$ cat src/include/ucf_params.svh
// Constants of the host-port command frame engine
`ifndef UCF_PARAMS_SVH
`define UCF_PARAMS_SVH

// ----------------------------------------
// Timing
// ----------------------------------------
`define UCF_CLK_HZ 100000000
`define UCF_BAUD_BPS 1000000
`define UCF_BIT_CYC (`UCF_CLK_HZ / `UCF_BAUD_BPS)
`define UCF_HALF_CYC (`UCF_BIT_CYC / 2)
`define UCF_BYTE_BITS 10
`define UCF_BYTE_CYC (`UCF_BYTE_BITS * `UCF_BIT_CYC)
`define UCF_BRK_BITS 11
`define UCF_BRK_CYC (`UCF_BRK_BITS * `UCF_BIT_CYC)
`define UCF_CNT_W 8
`define UCF_LOW_W 11

// ----------------------------------------
// Frame layout and check code
// ----------------------------------------
`define UCF_CRC_INIT 16'hffff
`define UCF_CRC_POLY 16'ha001
`define UCF_HDR_CMD_BIT 7
`define UCF_REQ_SRD 3'h0
`define UCF_REQ_SWR 3'h1
`define UCF_REQ_KRD 3'h2
`define UCF_REQ_KWR 3'h3
`define UCF_REQ_BRD 3'h4
`define UCF_REQ_BWR 3'h5
`define UCF_REQ_RWR 3'h6
`define UCF_REQ_RSV 3'h7

// ----------------------------------------
// Register map, fields and reset values
// ----------------------------------------
`define UCF_OFS_CTRL 8'h00
`define UCF_OFS_ADDR 8'h04
`define UCF_OFS_FLAGS 8'h08
`define UCF_OFS_STATE 8'h0c
`define UCF_CTRL_STACK 0
`define UCF_CTRL_DIR 1
`define UCF_ADDR_REV_LSB 8
`define UCF_FL_FLUSH 0
`define UCF_FL_STOP 1
`define UCF_FL_CRC 2
`define UCF_FL_INVAL 3
`define UCF_FL_TRWAIT 4
`define UCF_FL_TRSOFI 5
`define UCF_CTRL_RST 2'h0
`define UCF_NODE_RST 6'h00
`define UCF_FLAGS_RST 6'h00

`endif

$ cat src/include/ucf_pkg.sv
// Types shared by the host-port command frame engine
`include "ucf_params.svh"

package ucf_pkg;

	// Request codes carried in header bits 6..4
	typedef enum logic [2:0] {
		UCF_SGL_RD = `UCF_REQ_SRD,
		UCF_SGL_WR = `UCF_REQ_SWR,
		UCF_STK_RD = `UCF_REQ_KRD,
		UCF_STK_WR = `UCF_REQ_KWR,
		UCF_BC_RD = `UCF_REQ_BRD,
		UCF_BC_WR = `UCF_REQ_BWR,
		UCF_BC_REV_WR = `UCF_REQ_RWR,
		UCF_RESERVED = `UCF_REQ_RSV
	} ucf_req_e;

	// One accepted command towards the register core
	typedef struct packed {
		ucf_req_e req;
		logic is_read;
		logic prop_dir;
		logic [15:0] reg_addr;
		logic [2:0] len_m1;
		logic [63:0] data;
	} ucf_cmd_s;

	// One response byte offered by the register core
	typedef struct packed {
		logic valid;
		logic last;
		logic [7:0] data;
	} ucf_rsp_s;

endpackage

$ cat src/hw/ucf_frame.sv
// Host-port frame engine: receiver, flush break, frame decode, response sender
`timescale 1ns/10ps
`include "ucf_params.svh"
// ----------------------------------------
// Summary of operation
// - While transmitting, ignore receive bytes except break
// - Break accepted any time, never forwarded
// - Break resets receiver; next byte starts frame
// - Break sets flush and stop-error flags
// - Wake ping resets receiver, sets flags
// - Break during response discards it, sets debug
// - Host initiates; device sends only after read
// - Stack commands act only with stack role
// - Broadcast commands act on this device too
// - Reverse broadcast propagates opposite direction
// - Header, optional node, address, data, check
// - Header bit 7 marks command or response
// - Header bits 6..4 select request type
// - Reserved request does nothing, sets invalid flag
// - Bit 3 ignored; bits 2..0 length minus one
// - Node byte only in single-device commands
// - Single commands match forward or reverse address per direction bit
// - Bytes are 8-N-1; zero stop sets flag
// - Register address sent high byte first
// - Check code x16+x15+x2+1, bad frame dropped
// - Bits sent LSB first, check follows order
// ----------------------------------------
module ucf_frame (
	// Clock and reset
	input wire logic clock_i,
	input wire logic reset_i,
	// Host UART pins
	input wire logic rx_i,
	output logic tx_o,
	// Power-state events
	input wire logic sleep_i,
	input wire logic wake_ping_i,
	// Command towards the register core
	output logic cmd_valid_o,
	output ucf_pkg::ucf_cmd_s cmd_o,
	// Response bytes from the register core
	input wire ucf_pkg::ucf_rsp_s rsp_i,
	output logic rsp_ready_o,
	output logic rsp_abort_o,
	// Wishbone slave
	input wire logic wb_cyc_i,
	input wire logic wb_stb_i,
	input wire logic wb_we_i,
	input wire logic [7:0] wb_adr_i,
	input wire logic [3:0] wb_sel_i,
	input wire logic [31:0] wb_dat_i,
	output logic [31:0] wb_dat_o,
	output logic wb_ack_o
);

	localparam logic [7:0] BIT_M1 = 8'(`UCF_BIT_CYC - 1);
	localparam logic [7:0] HALF_M1 = 8'(`UCF_HALF_CYC - 1);
	localparam logic [10:0] BRK_M1 = 11'(`UCF_BRK_CYC - 1);

	typedef enum {RX_IDLE, RX_START, RX_DATA, RX_STOP, RX_WAIT_HIGH} ucf_rx_e;
	typedef enum {F_HDR, F_NODE, F_RA1, F_RA2, F_DATA, F_CRC1, F_CRC2} ucf_frm_e;
	typedef enum {T_IDLE, T_WAIT, T_SHIFT} ucf_tx_e;

	// One LSB-first step of the reflected check code
	function automatic logic [15:0] crc_step(input logic [15:0] c, input logic [7:0] b);
		logic [15:0] r;
		r = c ^ {8'h00, b};
		for (int i = 0; i < 8; i++) begin
			r = r[0] ? ((r >> 1) ^ `UCF_CRC_POLY) : (r >> 1);
		end
		return r;
	endfunction

	logic [1:0] ctrl_q;
	logic [5:0] fwd_addr_q, rev_addr_q;
	logic [5:0] flags_q, flag_set, flag_clr;
	logic [10:0] low_q;
	logic flush_p, flush_any;
	ucf_rx_e rx_st;
	logic [7:0] rx_cnt_q, rx_sr_q, rxb_q;
	logic [2:0] rx_idx_q;
	logic rxb_v_q, stop_err_p;
	ucf_frm_e frm_st;
	logic [7:0] hdr_q, node_q, ra_hi_q, ra_lo_q;
	logic [7:0] dat_mem [0:7];
	logic [2:0] dcnt_q;
	logic [15:0] crc_q, crc_nx;
	logic last_b, good, single, stack, rsvd, node_ok, act, rd;
	ucf_tx_e tx_st;
	logic [9:0] tx_sh_q;
	logic [3:0] tx_bit_q;
	logic [7:0] tx_cnt_q;
	logic tx_last_q, tx_started_q, tx_busy;
	logic wb_req, wb_wr;
	logic [7:0] last_hdr_q;

	// ----------------------------------------
	// Break detection
	// ----------------------------------------
	// Low time runs in every transmit state so a break is never masked
	always_ff @(posedge clock_i) begin
		if (reset_i || rx_i) begin
			low_q <= '0;
		end else if (low_q != BRK_M1 + 11'h001) begin
			low_q <= low_q + 11'h001;
		end
	end

	assign flush_p = !rx_i && (low_q == BRK_M1);
	assign flush_any = flush_p || wake_ping_i;

	// ----------------------------------------
	// Byte receiver, 8-N-1, LSB first
	// ----------------------------------------
	// A start edge is only taken while nothing is being sent
	always_ff @(posedge clock_i) begin
		rxb_v_q <= 1'b0;
		stop_err_p <= 1'b0;
		if (reset_i) begin
			rx_st <= RX_WAIT_HIGH;
			rx_cnt_q <= '0;
			rx_idx_q <= '0;
			rx_sr_q <= '0;
			rxb_q <= '0;
		end else if (flush_any) begin
			rx_st <= RX_WAIT_HIGH;
		end else begin
			unique case (rx_st)
				RX_IDLE: begin
					if (!rx_i && !tx_busy) begin
						rx_st <= RX_START;
						rx_cnt_q <= HALF_M1;
					end
				end
				RX_START: begin
					if (rx_cnt_q != 8'h00) begin
						rx_cnt_q <= rx_cnt_q - 8'h01;
					end else begin
						rx_st <= rx_i ? RX_IDLE : RX_DATA;
						rx_cnt_q <= BIT_M1;
						rx_idx_q <= '0;
					end
				end
				RX_DATA: begin
					if (rx_cnt_q != 8'h00) begin
						rx_cnt_q <= rx_cnt_q - 8'h01;
					end else begin
						rx_sr_q <= {rx_i, rx_sr_q[7:1]};
						rx_idx_q <= rx_idx_q + 3'h1;
						rx_cnt_q <= BIT_M1;
						if (rx_idx_q == 3'h7) begin
							rx_st <= RX_STOP;
						end
					end
				end
				RX_STOP: begin
					if (rx_cnt_q != 8'h00) begin
						rx_cnt_q <= rx_cnt_q - 8'h01;
					end else if (rx_i) begin
						rx_st <= RX_IDLE;
						rxb_v_q <= 1'b1;
						rxb_q <= rx_sr_q;
					end else begin
						// A zero stop bit drops the byte and waits out the low line
						rx_st <= RX_WAIT_HIGH;
						stop_err_p <= 1'b1;
					end
				end
				RX_WAIT_HIGH: begin
					if (rx_i) begin
						rx_st <= RX_IDLE;
					end
				end
			endcase
		end
	end

	// ----------------------------------------
	// Frame decode
	// ----------------------------------------
	assign crc_nx = crc_step(crc_q, rxb_q);
	assign last_b = rxb_v_q && (frm_st == F_CRC2);
	assign good = last_b && (crc_nx == 16'h0000);
	assign single = (hdr_q[6:4] == `UCF_REQ_SRD) || (hdr_q[6:4] == `UCF_REQ_SWR);
	assign stack = (hdr_q[6:4] == `UCF_REQ_KRD) || (hdr_q[6:4] == `UCF_REQ_KWR);
	assign rsvd = (hdr_q[6:4] == `UCF_REQ_RSV);
	// Only the three read kinds open a response; reverse broadcast is a write
	assign rd = (hdr_q[6:4] == `UCF_REQ_SRD) || (hdr_q[6:4] == `UCF_REQ_KRD) || (hdr_q[6:4] == `UCF_REQ_BRD);
	// Only the low six bits name the node; the top two are not compared
	assign node_ok = node_q[5:0] == (ctrl_q[`UCF_CTRL_DIR] ? rev_addr_q : fwd_addr_q);
	// Broadcast kinds fall through and always act
	assign act = good && !rsvd && (single ? node_ok : (stack ? ctrl_q[`UCF_CTRL_STACK] : 1'b1));

	// Field sequencer; every frame restarts at the header after a break
	always_ff @(posedge clock_i) begin
		if (reset_i || flush_any) begin
			frm_st <= F_HDR;
			crc_q <= `UCF_CRC_INIT;
			dcnt_q <= '0;
		end else if (rxb_v_q) begin
			crc_q <= crc_nx;
			unique case (frm_st)
				F_HDR: begin
					crc_q <= crc_step(`UCF_CRC_INIT, rxb_q);
					// Bit 3 of the header is never looked at
					if (rxb_q[`UCF_HDR_CMD_BIT]) begin
						hdr_q <= rxb_q;
						frm_st <= (rxb_q[6:5] == 2'b00) ? F_NODE : F_RA1;
					end
				end
				F_NODE: frm_st <= F_RA1;
				F_RA1: frm_st <= F_RA2;
				F_RA2: begin
					frm_st <= F_DATA;
					dcnt_q <= '0;
				end
				F_DATA: begin
					dcnt_q <= dcnt_q + 3'h1;
					if (dcnt_q == hdr_q[2:0]) begin
						frm_st <= F_CRC1;
					end
				end
				F_CRC1: frm_st <= F_CRC2;
				F_CRC2: frm_st <= F_HDR;
			endcase
		end
	end

	// Field capture, high address byte first
	always_ff @(posedge clock_i) begin
		if (rxb_v_q) begin
			if (frm_st == F_NODE) begin
				node_q <= rxb_q;
			end
			if (frm_st == F_RA1) begin
				ra_hi_q <= rxb_q;
			end
			if (frm_st == F_RA2) begin
				ra_lo_q <= rxb_q;
			end
			if (frm_st == F_DATA) begin
				dat_mem[dcnt_q] <= rxb_q;
			end
		end
	end

	// Command out; a frame with a bad check never reaches here
	always_ff @(posedge clock_i) begin
		if (reset_i) begin
			cmd_valid_o <= 1'b0;
			cmd_o <= '0;
			last_hdr_q <= '0;
		end else begin
			cmd_valid_o <= act;
			if (act) begin
				last_hdr_q <= hdr_q;
				cmd_o.req <= ucf_pkg::ucf_req_e'(hdr_q[6:4]);
				cmd_o.is_read <= rd;
				cmd_o.prop_dir <= ctrl_q[`UCF_CTRL_DIR] ^ (hdr_q[6:4] == `UCF_REQ_RWR);
				cmd_o.reg_addr <= {ra_hi_q, ra_lo_q};
				cmd_o.len_m1 <= hdr_q[2:0];
				for (int i = 0; i < 8; i++) begin
					cmd_o.data[8 * i +: 8] <= dat_mem[i];
				end
			end
		end
	end

	// ----------------------------------------
	// Response sender
	// ----------------------------------------
	assign tx_busy = (tx_st != T_IDLE);
	assign rsp_ready_o = (tx_st == T_WAIT);
	assign tx_o = tx_sh_q[0];

	// A read opens the only window in which bytes go out
	always_ff @(posedge clock_i) begin
		rsp_abort_o <= 1'b0;
		if (reset_i) begin
			tx_st <= T_IDLE;
			tx_sh_q <= 10'h3ff;
			tx_bit_q <= '0;
			tx_cnt_q <= '0;
			tx_last_q <= 1'b0;
			tx_started_q <= 1'b0;
		end else if (flush_any) begin
			// Cutting mid-byte is accepted: the host asked to abandon it
			tx_st <= T_IDLE;
			tx_sh_q <= 10'h3ff;
			rsp_abort_o <= tx_busy;
		end else begin
			unique case (tx_st)
				T_IDLE: begin
					tx_started_q <= 1'b0;
					if (act && rd) begin
						tx_st <= T_WAIT;
					end
				end
				T_WAIT: begin
					if (rsp_i.valid) begin
						tx_sh_q <= {1'b1, rsp_i.data, 1'b0};
						tx_last_q <= rsp_i.last;
						tx_started_q <= 1'b1;
						tx_bit_q <= '0;
						tx_cnt_q <= BIT_M1;
						tx_st <= T_SHIFT;
					end
				end
				T_SHIFT: begin
					if (tx_cnt_q != 8'h00) begin
						tx_cnt_q <= tx_cnt_q - 8'h01;
					end else if (tx_bit_q == 4'h9) begin
						tx_st <= tx_last_q ? T_IDLE : T_WAIT;
					end else begin
						tx_sh_q <= {1'b1, tx_sh_q[9:1]};
						tx_bit_q <= tx_bit_q + 4'h1;
						tx_cnt_q <= BIT_M1;
					end
				end
			endcase
		end
	end

	// ----------------------------------------
	// Status flags and Wishbone slave
	// ----------------------------------------
	assign wb_req = wb_cyc_i && wb_stb_i && !wb_ack_o;
	// Writes land on the edge at which the master sees ack, while it still holds the request
	assign wb_wr = wb_cyc_i && wb_stb_i && wb_we_i && wb_ack_o;

	// Flag sources; a set in the clearing cycle wins
	always_comb begin
		flag_set = '0;
		flag_set[`UCF_FL_FLUSH] = flush_any;
		flag_set[`UCF_FL_STOP] = flush_p || stop_err_p || (wake_ping_i && !sleep_i);
		flag_set[`UCF_FL_CRC] = last_b && !good;
		flag_set[`UCF_FL_INVAL] = good && rsvd;
		flag_set[`UCF_FL_TRWAIT] = flush_any && tx_busy && !tx_started_q;
		flag_set[`UCF_FL_TRSOFI] = flush_any && tx_busy && tx_started_q;
		flag_clr = (wb_wr && wb_adr_i == `UCF_OFS_FLAGS && wb_sel_i[0]) ? wb_dat_i[5:0] : 6'h00;
	end

	always_ff @(posedge clock_i) begin
		if (reset_i) begin
			flags_q <= `UCF_FLAGS_RST;
		end else begin
			flags_q <= (flags_q & ~flag_clr) | flag_set;
		end
	end

	// Writable configuration
	always_ff @(posedge clock_i) begin
		if (reset_i) begin
			ctrl_q <= `UCF_CTRL_RST;
			fwd_addr_q <= `UCF_NODE_RST;
			rev_addr_q <= `UCF_NODE_RST;
		end else if (wb_wr) begin
			if (wb_adr_i == `UCF_OFS_CTRL && wb_sel_i[0]) begin
				ctrl_q <= wb_dat_i[1:0];
			end
			if (wb_adr_i == `UCF_OFS_ADDR && wb_sel_i[0]) begin
				fwd_addr_q <= wb_dat_i[5:0];
			end
			if (wb_adr_i == `UCF_OFS_ADDR && wb_sel_i[1]) begin
				rev_addr_q <= wb_dat_i[`UCF_ADDR_REV_LSB +: 6];
			end
		end
	end

	// One wait state; unmapped reads give zero, unmapped writes are dropped
	always_ff @(posedge clock_i) begin
		if (reset_i) begin
			wb_ack_o <= 1'b0;
			wb_dat_o <= '0;
		end else begin
			wb_ack_o <= wb_req;
			unique case (wb_adr_i)
				`UCF_OFS_CTRL: wb_dat_o <= {30'h0, ctrl_q};
				`UCF_OFS_ADDR: wb_dat_o <= {18'h0, rev_addr_q, 2'h0, fwd_addr_q};
				`UCF_OFS_FLAGS: wb_dat_o <= {26'h0, flags_q};
				`UCF_OFS_STATE: wb_dat_o <= {22'h0, tx_started_q, tx_busy, last_hdr_q};
				default: wb_dat_o <= '0;
			endcase
		end
	end
endmodule

$ cat config.mk
export PLATFORM = sky130hd
export DESIGN_NAME = ucf_frame
export DESIGN_NICKNAME = d
export VERILOG_FILES = /design/src/include/ucf_pkg.sv /design/src/hw/ucf_frame.sv
export VERILOG_INCLUDE_DIRS = /design/src /design/src/include
export SDC_FILE = /design/constraint.sdc
export NUM_CORES = 1
export LEC_CHECK = 0
export BUFFER_PORTS_ARGS = -buffer_cell sky130_fd_sc_hd__clkbuf_2
export CORE_UTILIZATION = 25
export DETAILED_ROUTE_END_ITERATION = 7
export GPL_ROUTABILITY_DRIVEN = 0
export PLACE_DENSITY_LB_ADDON = 0.05
export SETUP_SLACK_MARGIN = 0.2
export SLEW_MARGIN = 25
export SYNTH_ARGS = -nofsm -noshare
export SYNTH_HDL_FRONTEND = slang
export SYNTH_SLANG_ARGS = --single-unit
$ cat constraint.sdc
create_clock -name clock_i -period 5.3 [get_ports clock_i]
set_clock_uncertainty 0.15 [all_clocks]
set_input_delay 0 -clock clock_i [delete_from_list [all_inputs] [get_ports clock_i]]
set_output_delay 0 -clock clock_i [all_outputs]
set_load 0.02 [all_outputs]
# Word level (Yosys, flattened, before mapping)
# Memory sizes are Yosys's and may differ from the RTL's. A register that Yosys moved wholly into a read port is not among the register bits.
# Index checks and enable logic that the tools add are counted.
# W data, S select, Z words.
classes:
  reduce_logical: 77
  eq_ne: 48
  bitwise: 26
  muxes: 68
  addsub: 6
ops:
  columns: ["cell", "count"]
  rows:
  - ["$mux W32", 12]
  - ["$mux W16", 17]
  - ["$eq A32 B2 Y1 const B", 7]
  - ["$pmux W32 S7", 1]
  - ["$eq A32 B3 Y1 const B", 6]
  - ["$pmux W32 S5", 1]
  - ["$eq A32 B1 Y1 const B", 3]
  - ["$logic_not A32 Y1", 3]
  - ["$pmux W32 S3", 1]
  - ["$eq A32 B4 Y1 const B", 2]
  - ["$pmux W14 S4", 1]
  - ["$mux W8", 6]
  - ["$not A2 Y3", 16]
  - ["$reduce_bool A32 Y1", 1]
  - ["$mux W10", 3]
  - ["$ne A2 B2 Y1 const B", 14]
  - ["$reduce_and A4 Y1", 7]
  - ["$pmux W8 S3", 1]
  - ["$logic_and A1 B1 Y1", 22]
  - ["$pmux W10 S2", 1]
  - ["$eq A8 B4 Y1 const B", 2]
  - ["$logic_not A16 Y1", 1]
  - ["$not A8 Y16", 1]
  - ["$pmux W8 S2", 1]
  - ["42 further kinds", 95]
totals:
  regBits: 295
  mem_bits_rw: 64
  memories: 1
  inputBits: 62
mem_list:
  columns: ["name", "depth", "width", "read_ports", "rd_clocked_by_memory_dff", "wr", "line", "source"]
  rows:
  - ["dat_mem", 8, 8, 8, 8, 1, "ucf_frame.sv:85", "logic [7:0] dat_mem [0:7];"]

# Depth between registers and ports, before layout
# Gate-level depths: netlist of the first run.
logic_depth:
  word_depth: 24
  ltp_mapped: 14

# Worst setup path before layout of the first run
# Ideal clock, no wire load.
synth_path:
  path_type: "register -> register"
  startpoint: "reg rxb_q[2]"
  endpoint: "reg cmd_o[70] (netlist bit)"
  synth_period_minus_slack_ps: 3912
  n_path_buf: 4
  slack_ps: 1388
  arrival_ps: 3630
  path_stages_with_launch: 15
  path_cell_list: "dfxtp_1 > clkbuf_2 > xnor3_1 > xnor3_1 > xnor3_1 > ha_1 > xor2_1 > nor4_1 > nand4_1 > or4_4 > buf_6 > buf_8 > buf_8 > o21ai_1 > a21oi_1"
synth_via:
  elab_chain_cells: 15
  elab_cells_between_ends: 18
  classes_between: "8 x mux; 6 x bitwise; 4 x reduce/logical"
synth_lines:
  columns: ["item", "line", "source"]
  rows:
  - ["from (decl)", "ucf_frame.sv:80", "logic [7:0] rx_cnt_q, rx_sr_q, rxb_q;"]
  - ["from (signal assigned)", "ucf_frame.sv:162", "rxb_q <= rx_sr_q;"]
  - ["$xor A16 B8 Y16 *", "ucf_frame.sv:67", "r = c ^ {8'h00, b};"]
  - ["$mux W16 *", "ucf_frame.sv:69", "r = r[0] ? ((r >> 1) ^ `UCF_CRC_POLY) : (r >> 1);"]
  - ["$not A2 Y3 (no line)", null, null]
  - ["$mux W16 * (6 in a row)", "ucf_frame.sv:69", null]
  - ["$not A2 Y3 (no line) / $mux W16 (equally long branches)", null, null]
  - ["$mux W16 *", "ucf_frame.sv:69", null]
  - ["$logic_not A16 Y1 *", "ucf_frame.sv:183", "assign good = last_b && (crc_nx == 16'h0000);"]
  - ["$logic_and A1 B1 Y1 *", "ucf_frame.sv:183", null]
  - ["$logic_and A1 B1 Y1 * (2 in a row)", "ucf_frame.sv:192", "assign act = good && !rsvd && (single ? node_ok : (stack ? ctrl_q[`UCF_CTRL_STACK] : 1'b1));"]
  - ["to (decl)", "ucf_frame.sv:40", "output ucf_pkg::ucf_cmd_s cmd_o,"]
# Mark *: on every way between the ends. The rest lies on a longest branch, timed or not.
# A chain may end at the register's enable or synchronous reset.

# Worst setup path after layout of the first run
layout_path:
  startpoint: "reg crc_q[0]"
  endpoint: "reg, netlist name cmd_o[55]"
layout_via:
  elab_chain_cells: 14
  elab_cells_between_ends: 19
  classes_between: "8 x mux; 7 x bitwise; 4 x reduce/logical"
layout_lines:
  columns: ["item", "line", "source"]
  rows:
  - ["from (decl)", "ucf_frame.sv:87", "logic [15:0] crc_q, crc_nx;"]
  - ["from (signal assigned)", "ucf_frame.sv:198", "crc_q <= `UCF_CRC_INIT;"]
  - ["from (signal assigned)", "ucf_frame.sv:201", "crc_q <= crc_nx;"]
  - ["from (signal assigned)", "ucf_frame.sv:204", "crc_q <= crc_step(`UCF_CRC_INIT, rxb_q);"]
  - ["$xor A16 B8 Y16 *", "ucf_frame.sv:67", null]
  - ["$mux W16 * (2 in a row)", "ucf_frame.sv:69", null]
  - ["$not A2 Y3 (no line) / $mux W16 (equally long branches)", null, null]
  - ["$mux W16 * (6 in a row)", "ucf_frame.sv:69", null]
  - ["$logic_not A16 Y1 *", "ucf_frame.sv:183", null]
  - ["$logic_and A1 B1 Y1 *", "ucf_frame.sv:183", null]
  - ["$logic_and A1 B1 Y1 * (2 in a row)", "ucf_frame.sv:192", null]
# Marked as above.

==> metrics, run 1 <==
EDFF count, synth 93; ys async rst share 0; P_leak ~0.0058 uW; crit-path max cell delay 660 ps; vias per inst between 4 and 5; I/O pin count between 150 and 200; clock sink count 310; largest net degree at the start of global routing 93; Psw ~1100 uW; Initial Utilization 0.253; post-synthesis cell count ~1300; row cnt 82; Post-CTS Setup Bufs 0; Critical Path Start Type flop; CTS clk-pin slew, worst paths about 60 ps; Worst path most repeated cell xnor2_1; RSZ-0062 raised after global routing false; largest family of logic cells by synthesized area simple AND/OR/NAND/NOR gates; total power after layout 5210 uW; Core Region 50100 um2; synth unique cells a little under 70; grt ovf 0; H-Tree Depth 2; Clock Power Share 0.510; Synth top area share 0.342; fin crit share 0.809; Req. time, crit path 5580 ps; cts bufs inserted 39; HP Class in -> reg; kind of critical path reg -> reg; P per Cell Area ~330 nW/um2; Critical Path Sink Type flop; buffer depth of the longest clock path 3; syn avg cell area 9.97 um2; max-slew headroom at the worst pin 0.331; Worst Tran Pin Value around 1000 ps; cells on worst reg2reg path 11; post-synthesis sequential area ratio 0.562; first-pass GRT wire length ~60000 um; vias in the first global route around 9900; Combinational Power Share 0.023; # port buffers 146; DP Worst Slack 918 ps; CP arrival 4570 ps; Die Ht between 200 and 250 um; setup slack, reg-to-reg between 1000 and 1500 ps; Post-Syn Area roughly 13000 um2; final hold vios 0; CP max-delay cell or4_4; n_diodes 0; Post-Synth XOR/XNOR Area 0.0507; post-synthesis mux area share 0.0379; Post-Synth Simple-Gate Area 0.161; PnR worst setup slack 1010 ps; Cell Int Power just over 4000 uW; Area Overhead vs Synth 24.7%; outcome finished clean; total negative slack 0 ps; DRT Pass-1 Iters 4; synthesis warning total 0; post-CTS sizing 0; most frequent cells in the layout dfxtp_1, clkbuf_2, a21oi_1, nand3_1, o21ai_0; Sw Share 0.221; nets roughly 1500; MaxCap Viol Count 0; clk_lat worst skew about 560 ps; Routed Antenna Nets 0; CTS hold repair buffers 51; DRT Wirelength around 38000 um; via count just under 10000; Detailed Route Iter0 Violations a little under 600; commonest non-fill, non-tap cell in the layout dfxtp_1; placed cells around 2000; die area just over 50000 um2; FF+latch count, synth 310; Post-Synth Adder-Cell Area 0.0128; Max FO, Critical Path 63; initial antenna violation count 0; GR Util All Layers 0.152; Hold Path Stages 4; sequential power share 0.468; die width 227 um; WL/cell between 15 and 20 um; CTS tree yes; Max Clock Freq 0.233 GHz; Setup violations, final 0; Final Non-Filler Cells 2143; CTS root buffer clkbuf_16; layout cells sized above 1 0.175; min Tclk post-route around 4300 ps; Primary FF master, synth dfxtp_1; DRC 0; Final Cell Area between 15000 and 20000 um2; CP Cell Sequence xnor2_1 > xnor2_1 > xnor3_1 > ha_1 > xor2_1 > nor4_1 > nand4_1 > or4_4 > buf_16 > o21ai_0 > a21oi_1; DP Area about 14000 um2; Compound-Gate Fraction of Synth Area 0.126; Max rail drop VDD roughly 0.19 mV; Area contributors post-synth dfxtp_1, edfxtp_1, a21oi_1; Final Max Slew Viols 0; DP HPWL between 20000 and 25000 um; leading area contributor after synthesis dfxtp_1
-- through the flow --
| step | hold slack, ps | utilization |
|---|---|---|
| 2_1_floorplan | -36.3 | - |
| 3_3_place_gp | 73.1 | 0.279 |
| 3_5_place_dp | 78.2 | 0.279 |
| 4_1_cts | 11.3 | 0.315 |
| 5_1_grt | 62.7 | 0.316 |
| 6_report | 70.5 | 0.316 |
-- registers in the layout, indices dropped and copies added (netlist names), 7 cells and up --
register / cells
cmd_o: 86
low_q: 11
tx_sh_q: 9
ra_lo_q: 8
tx_cnt_q: 8
wb_dat_o: 14
rx_sr_q: 8
crc_q: 16
dat_mem: 64
rxb_q: 8
hdr_q: 7
ra_hi_q: 8
rx_cnt_q: 8
-- cells in the mapped netlist, drive strengths merged (23+ instances only) --
cell type,count
xnor2,34
a21oi,126
dfxtp,217
nand2,84
mux2i,39
xor2,23
edfxtp,93
buf,41
clkbuf,68
o21ai,134
nand3,119
nor3,26
nor2,99
-- path summary, 6_finish.rpt --
check,end,start
worst min-delay path,wb_ack_o,wb_cyc_i
worst max-delay path,cmd_o[55],crc_q[0]
worst min register to register,flags_q[3],flags_q[3]
worst max register to register,cmd_o[55],crc_q[0]
-- metal layers --
metal  vias to the layer above  part of all wire  track usage
met2                       151              0.46        0.237
met1                      4736              0.49        0.213
met3                        46             0.036       0.0241
li1                       4841                 -            -
met5                         -                 0            0
met4                         0             0.018       0.0465
-- power groups by stage --
stage | sequential (uW) | combinational (uW) | clock, uW
2_1_floorplan | 2490 | 66.6 | 0
3_3_place_gp | 2490 | 98.1 | 0
3_5_place_dp | 2490 | 97.9 | 0
4_1_cts | 2430 | 119 | 2760
5_1_grt | 2430 | 131 | 2840
6_report | 2440 | 119 | 2650
-- area by class of cell --
class / instances / area, um2
fill: 5317 / 34200
timing repair buffer: 220 / 1470
multi-input combinational: 852 / 5040
tap: 672 / 841
clock buffer: 57 / 1130
sequential: 310 / 7140
inverter: 19 / 71.3
clock inverter: 13 / 131
-- cells by family after synthesis --
kind of cell,after synthesis
multiplexers,45
other,1
flip-flops,310
adder cells (fa/ha/maj),13
buffers and inverters,128
XOR/XNOR,63
AO/OA/AOI/OAI,296
AND/OR/NAND/NOR,417
-- worst max-delay path, delay by kind of cell (launching register included) --
family / cells / cell delay (ps)
buf+inv: 1 / 290
flops: 1 / 430
compound gates: 2 / 290
simple gates: 3 / 1310
fa+ha+maj: 1 / 380
xor+xnor: 4 / 1220
(Power assumes the default switching activity.)
==> inputs of run 2 (changes only) <==
==> constraint.sdc (replaced) <==
create_clock -name clock_i -period 3.62 [get_ports clock_i]
set_clock_uncertainty 0.15 [all_clocks]
set_input_delay 0 -clock clock_i [delete_from_list [all_inputs] [get_ports clock_i]]
set_output_delay 0 -clock clock_i [all_outputs]
set_load 0.02 [all_outputs]
==> run 2 against run 1 <==
Compared with the run above: critical endpoint is now cmd_o[10]; hold slack got worse by 76 ps; the flow now finishes with violations (negative hold slack); total power rose by 45%; final cell count rose by 2.6%; critical path type unchanged; sequential power rose by 46%; register-to-register slack got worse by 990 ps; non-clock buffer count rose by 56; flip-flop and latch count did not move; routed wire length rose by 2.8%; core utilization rose by 1.5 points; via count rose by 3.2%.
==> metrics, run 2 (synthesis gave the netlist of run 1 again) <==
outcome finished, violations left (was finished clean); failing checks negative hold slack; HP Class in -> reg (unchanged); CP max-delay cell or4_4 (unchanged); Max Clock Freq 0.278 GHz (was 0.233 GHz); Final Max Slew Viols 0 (unchanged); reg2reg start rxb_q[2] (was crc_q[0]); first-pass GRT wire length 60100 um (was 59600 um); multi-input logic area 5170 um2 (was 5040 um2); total power after layout 7530 uW (was 5210 uW); Worst Hold Slack -5.35 ps (was 70.5 ps); Req. time, crit path 3870 ps (was 5580 ps); Critical Path Sink Type flop (unchanged); Worst Tran Pin Value 990 ps (was 999 ps); DRC 0 (unchanged); P_leak 0.00602 uW (was 0.00576 uW); Worst path most repeated cell xnor3_1 (was xnor2_1); CP arrival 3850 ps (was 4570 ps); Top Registers cmd_o (86), dat_mem (64), crc_q (16) (unchanged); RSZ-0062 raised after global routing true (was false); cts bufs inserted 39 (unchanged); Critical Path Start Type flop (unchanged); Max FO, Critical Path 36 (was 63); MaxCap Viol Count 0 (unchanged); Routed Antenna Nets 0 (unchanged); initial antenna violation count 1 (was 0); CTS tree yes (unchanged); nets 1573 (was 1517); Core Region 50100 um2 (unchanged); CP Cell Sequence xnor3_1 > xnor3_1 > xnor3_2 > ha_4 > xor2_2 > nor4_4 > nand4_1 > buf_4 > or4_4 > buf_12 > o21ai_0 > a21oi_2 (was xnor2_1 > xnor2_1 > xnor3_1 > ha_1 > xor2_1 > nor4_1 > nand4_1 > or4_4 > buf_16 > o21ai_0 > a21oi_1); Area Overhead vs Synth 30.7% (was 24.7%); setup slack, reg-to-reg 20 ps (was 1010 ps); PnR worst setup slack 20.7 ps (was 1010 ps); Setup violations, final 0 (unchanged); clock sink count 310 (unchanged); Max rail drop VDD 0.256 mV (was 0.194 mV); row cnt 82 (unchanged); final hold vios 1 (was 0); register area 7140 um2 (about the same); Initial Utilization 0.253 (unchanged); H-Tree Depth 2 (unchanged); die area 51700 um2 (unchanged); Final Non-Filler Cells 2199 (was 2143); Detailed Route Iter0 Violations 489 (was 589); vias in the first global route 9936 (was 9890); vias per inst 4.59 (was 4.56); Die Ht 227 um (unchanged); DRT Pass-1 Iters 4 (unchanged); commonest non-fill, non-tap cell in the layout dfxtp_1 (unchanged); fin crit share 0.994 (was 0.809); filler cell count 5234 (was 5317); WL/cell 17.9 um (about the same); layout cells sized above 1 0.213 (was 0.175); crit path from rxb_q[2] (was crc_q[0]); # port buffers 146 (unchanged); CTS clk-pin slew, worst paths 60 ps (about the same); crit-path max cell delay 500 ps (was 660 ps); largest net degree at the start of global routing 156 (was 93); die width 227 um (unchanged); GR Util All Layers 0.153 (was 0.152); DP Area 14400 um2 (was 14000 um2); min Tclk post-route 3600 ps (was 4290 ps); CP bufs+invs 2 (was 1); clk_lat worst skew 550 ps (was 560 ps); buffer depth of the longest clock path 3 (unchanged); CTS root buffer clkbuf_16 (unchanged); DRT Wirelength 39500 um (was 38400 um); grt ovf 0 (unchanged); via count 10083 (was 9774); P per Cell Area 454 nW/um2 (was 329 nW/um2); kind of critical path reg -> reg (unchanged); Biggest register cmd_o (unchanged); most frequent cells in the layout dfxtp_1, clkbuf_2, a21oi_1, nand3_1, nor2_1 (was dfxtp_1, clkbuf_2, a21oi_1, nand3_1, o21ai_0); placed cells 2050 (was 2020); delay-heaviest family, CP XOR/XNOR gates (was simple AND/OR/NAND/NOR gates); number of flip-flops in the largest register 86 (unchanged); worst hold start wb_adr_i[5] (was wb_cyc_i); DP HPWL 24500 um (was 23600 um); Final Cell Area 16600 um2 (was 15800 um2); max-slew headroom at the worst pin 0.339 (was 0.331); DP Worst Slack -11.9 ps (was 918 ps); I/O pin count 187 (unchanged)
## run 2: cell types whose count changed in the layout (fill, tap and decap cells not counted), moves of 4 or more
cell           change
o21ai_2            +9
buf_12            +10
clkbuf_8           -5
buf_4             +26
nand3_2            +9
dlygate4sd3_1     +12
o21ai_0           -58
dfxtp_1            -4
nand3_1            -9
o21ai_1           +49
buf_6              +4
## run 2: layout make-up
class,instances,area share
clock buffer,54,0.0634
clock inverter,15,0.0100
tap,672,0.0507
inverter,19,0.00430
sequential,310,0.431
timing repair buffer,276,0.129
antenna,1,0.000151
multi-input combinational,852,0.312
## run 2: metal layers
layer  wire length [um]  share of wire  GRT usage  up-vias
met1              19100           0.48      0.211     4918
met4                683          0.017     0.0407        0
met3               1500          0.038     0.0320       52
met2              18200           0.46      0.241      156
met5                  0              0          0        -
li1                   -              -          -     4957
## run 2: where the power goes
part           internal (uW)  leakage [uW]  switching [uW]
logic                   63.4       0.00277             111
clock network           2250      0.000594            1530
registers               3560       0.00266            5.74
total                   5880       0.00602            1650
## run 2: worst register-to-register path, delay by kind of cell, from the launching register on
kind | cells | cell delay, ps
xor+xnor | 4 | 1230
flops | 1 | 330
fa+ha+maj | 1 | 260
compound gates | 2 | 300
simple gates | 3 | 810
buf+inv | 2 | 390
## run 2: worst paths after layout
path | depth (start not counted) | end
hold reg to reg | 1 | wb_ack_o
hold / removal | 6 | fwd_addr_q[0]
setup / recovery | 12 | cmd_o[10]
setup reg to reg | 12 | cmd_o[10]
## run 2: timing repair
| action | in CTS | in global routing |
|---|---|---|
| pin swaps | 4 | 18 |
| hold buffers | 63 | 0 |
| setup endpoints to repair | 92 | 103 |
| hold endpoints to repair | 93 | 0 |
| buffers inserted | 6 | 4 |
| resized for setup | 15 | 80 |
| cloned | 5 | 1 |
## run 2: per-stage QoR
stage | TNS [ps] | utilization
2_1_floorplan | 0 | -
3_3_place_gp | 0 | 0.287
3_5_place_dp | -35.1 | 0.287
6_report | 0 | 0.331
5_1_grt | -2460 | 0.331
4_1_cts | 0 | 0.328
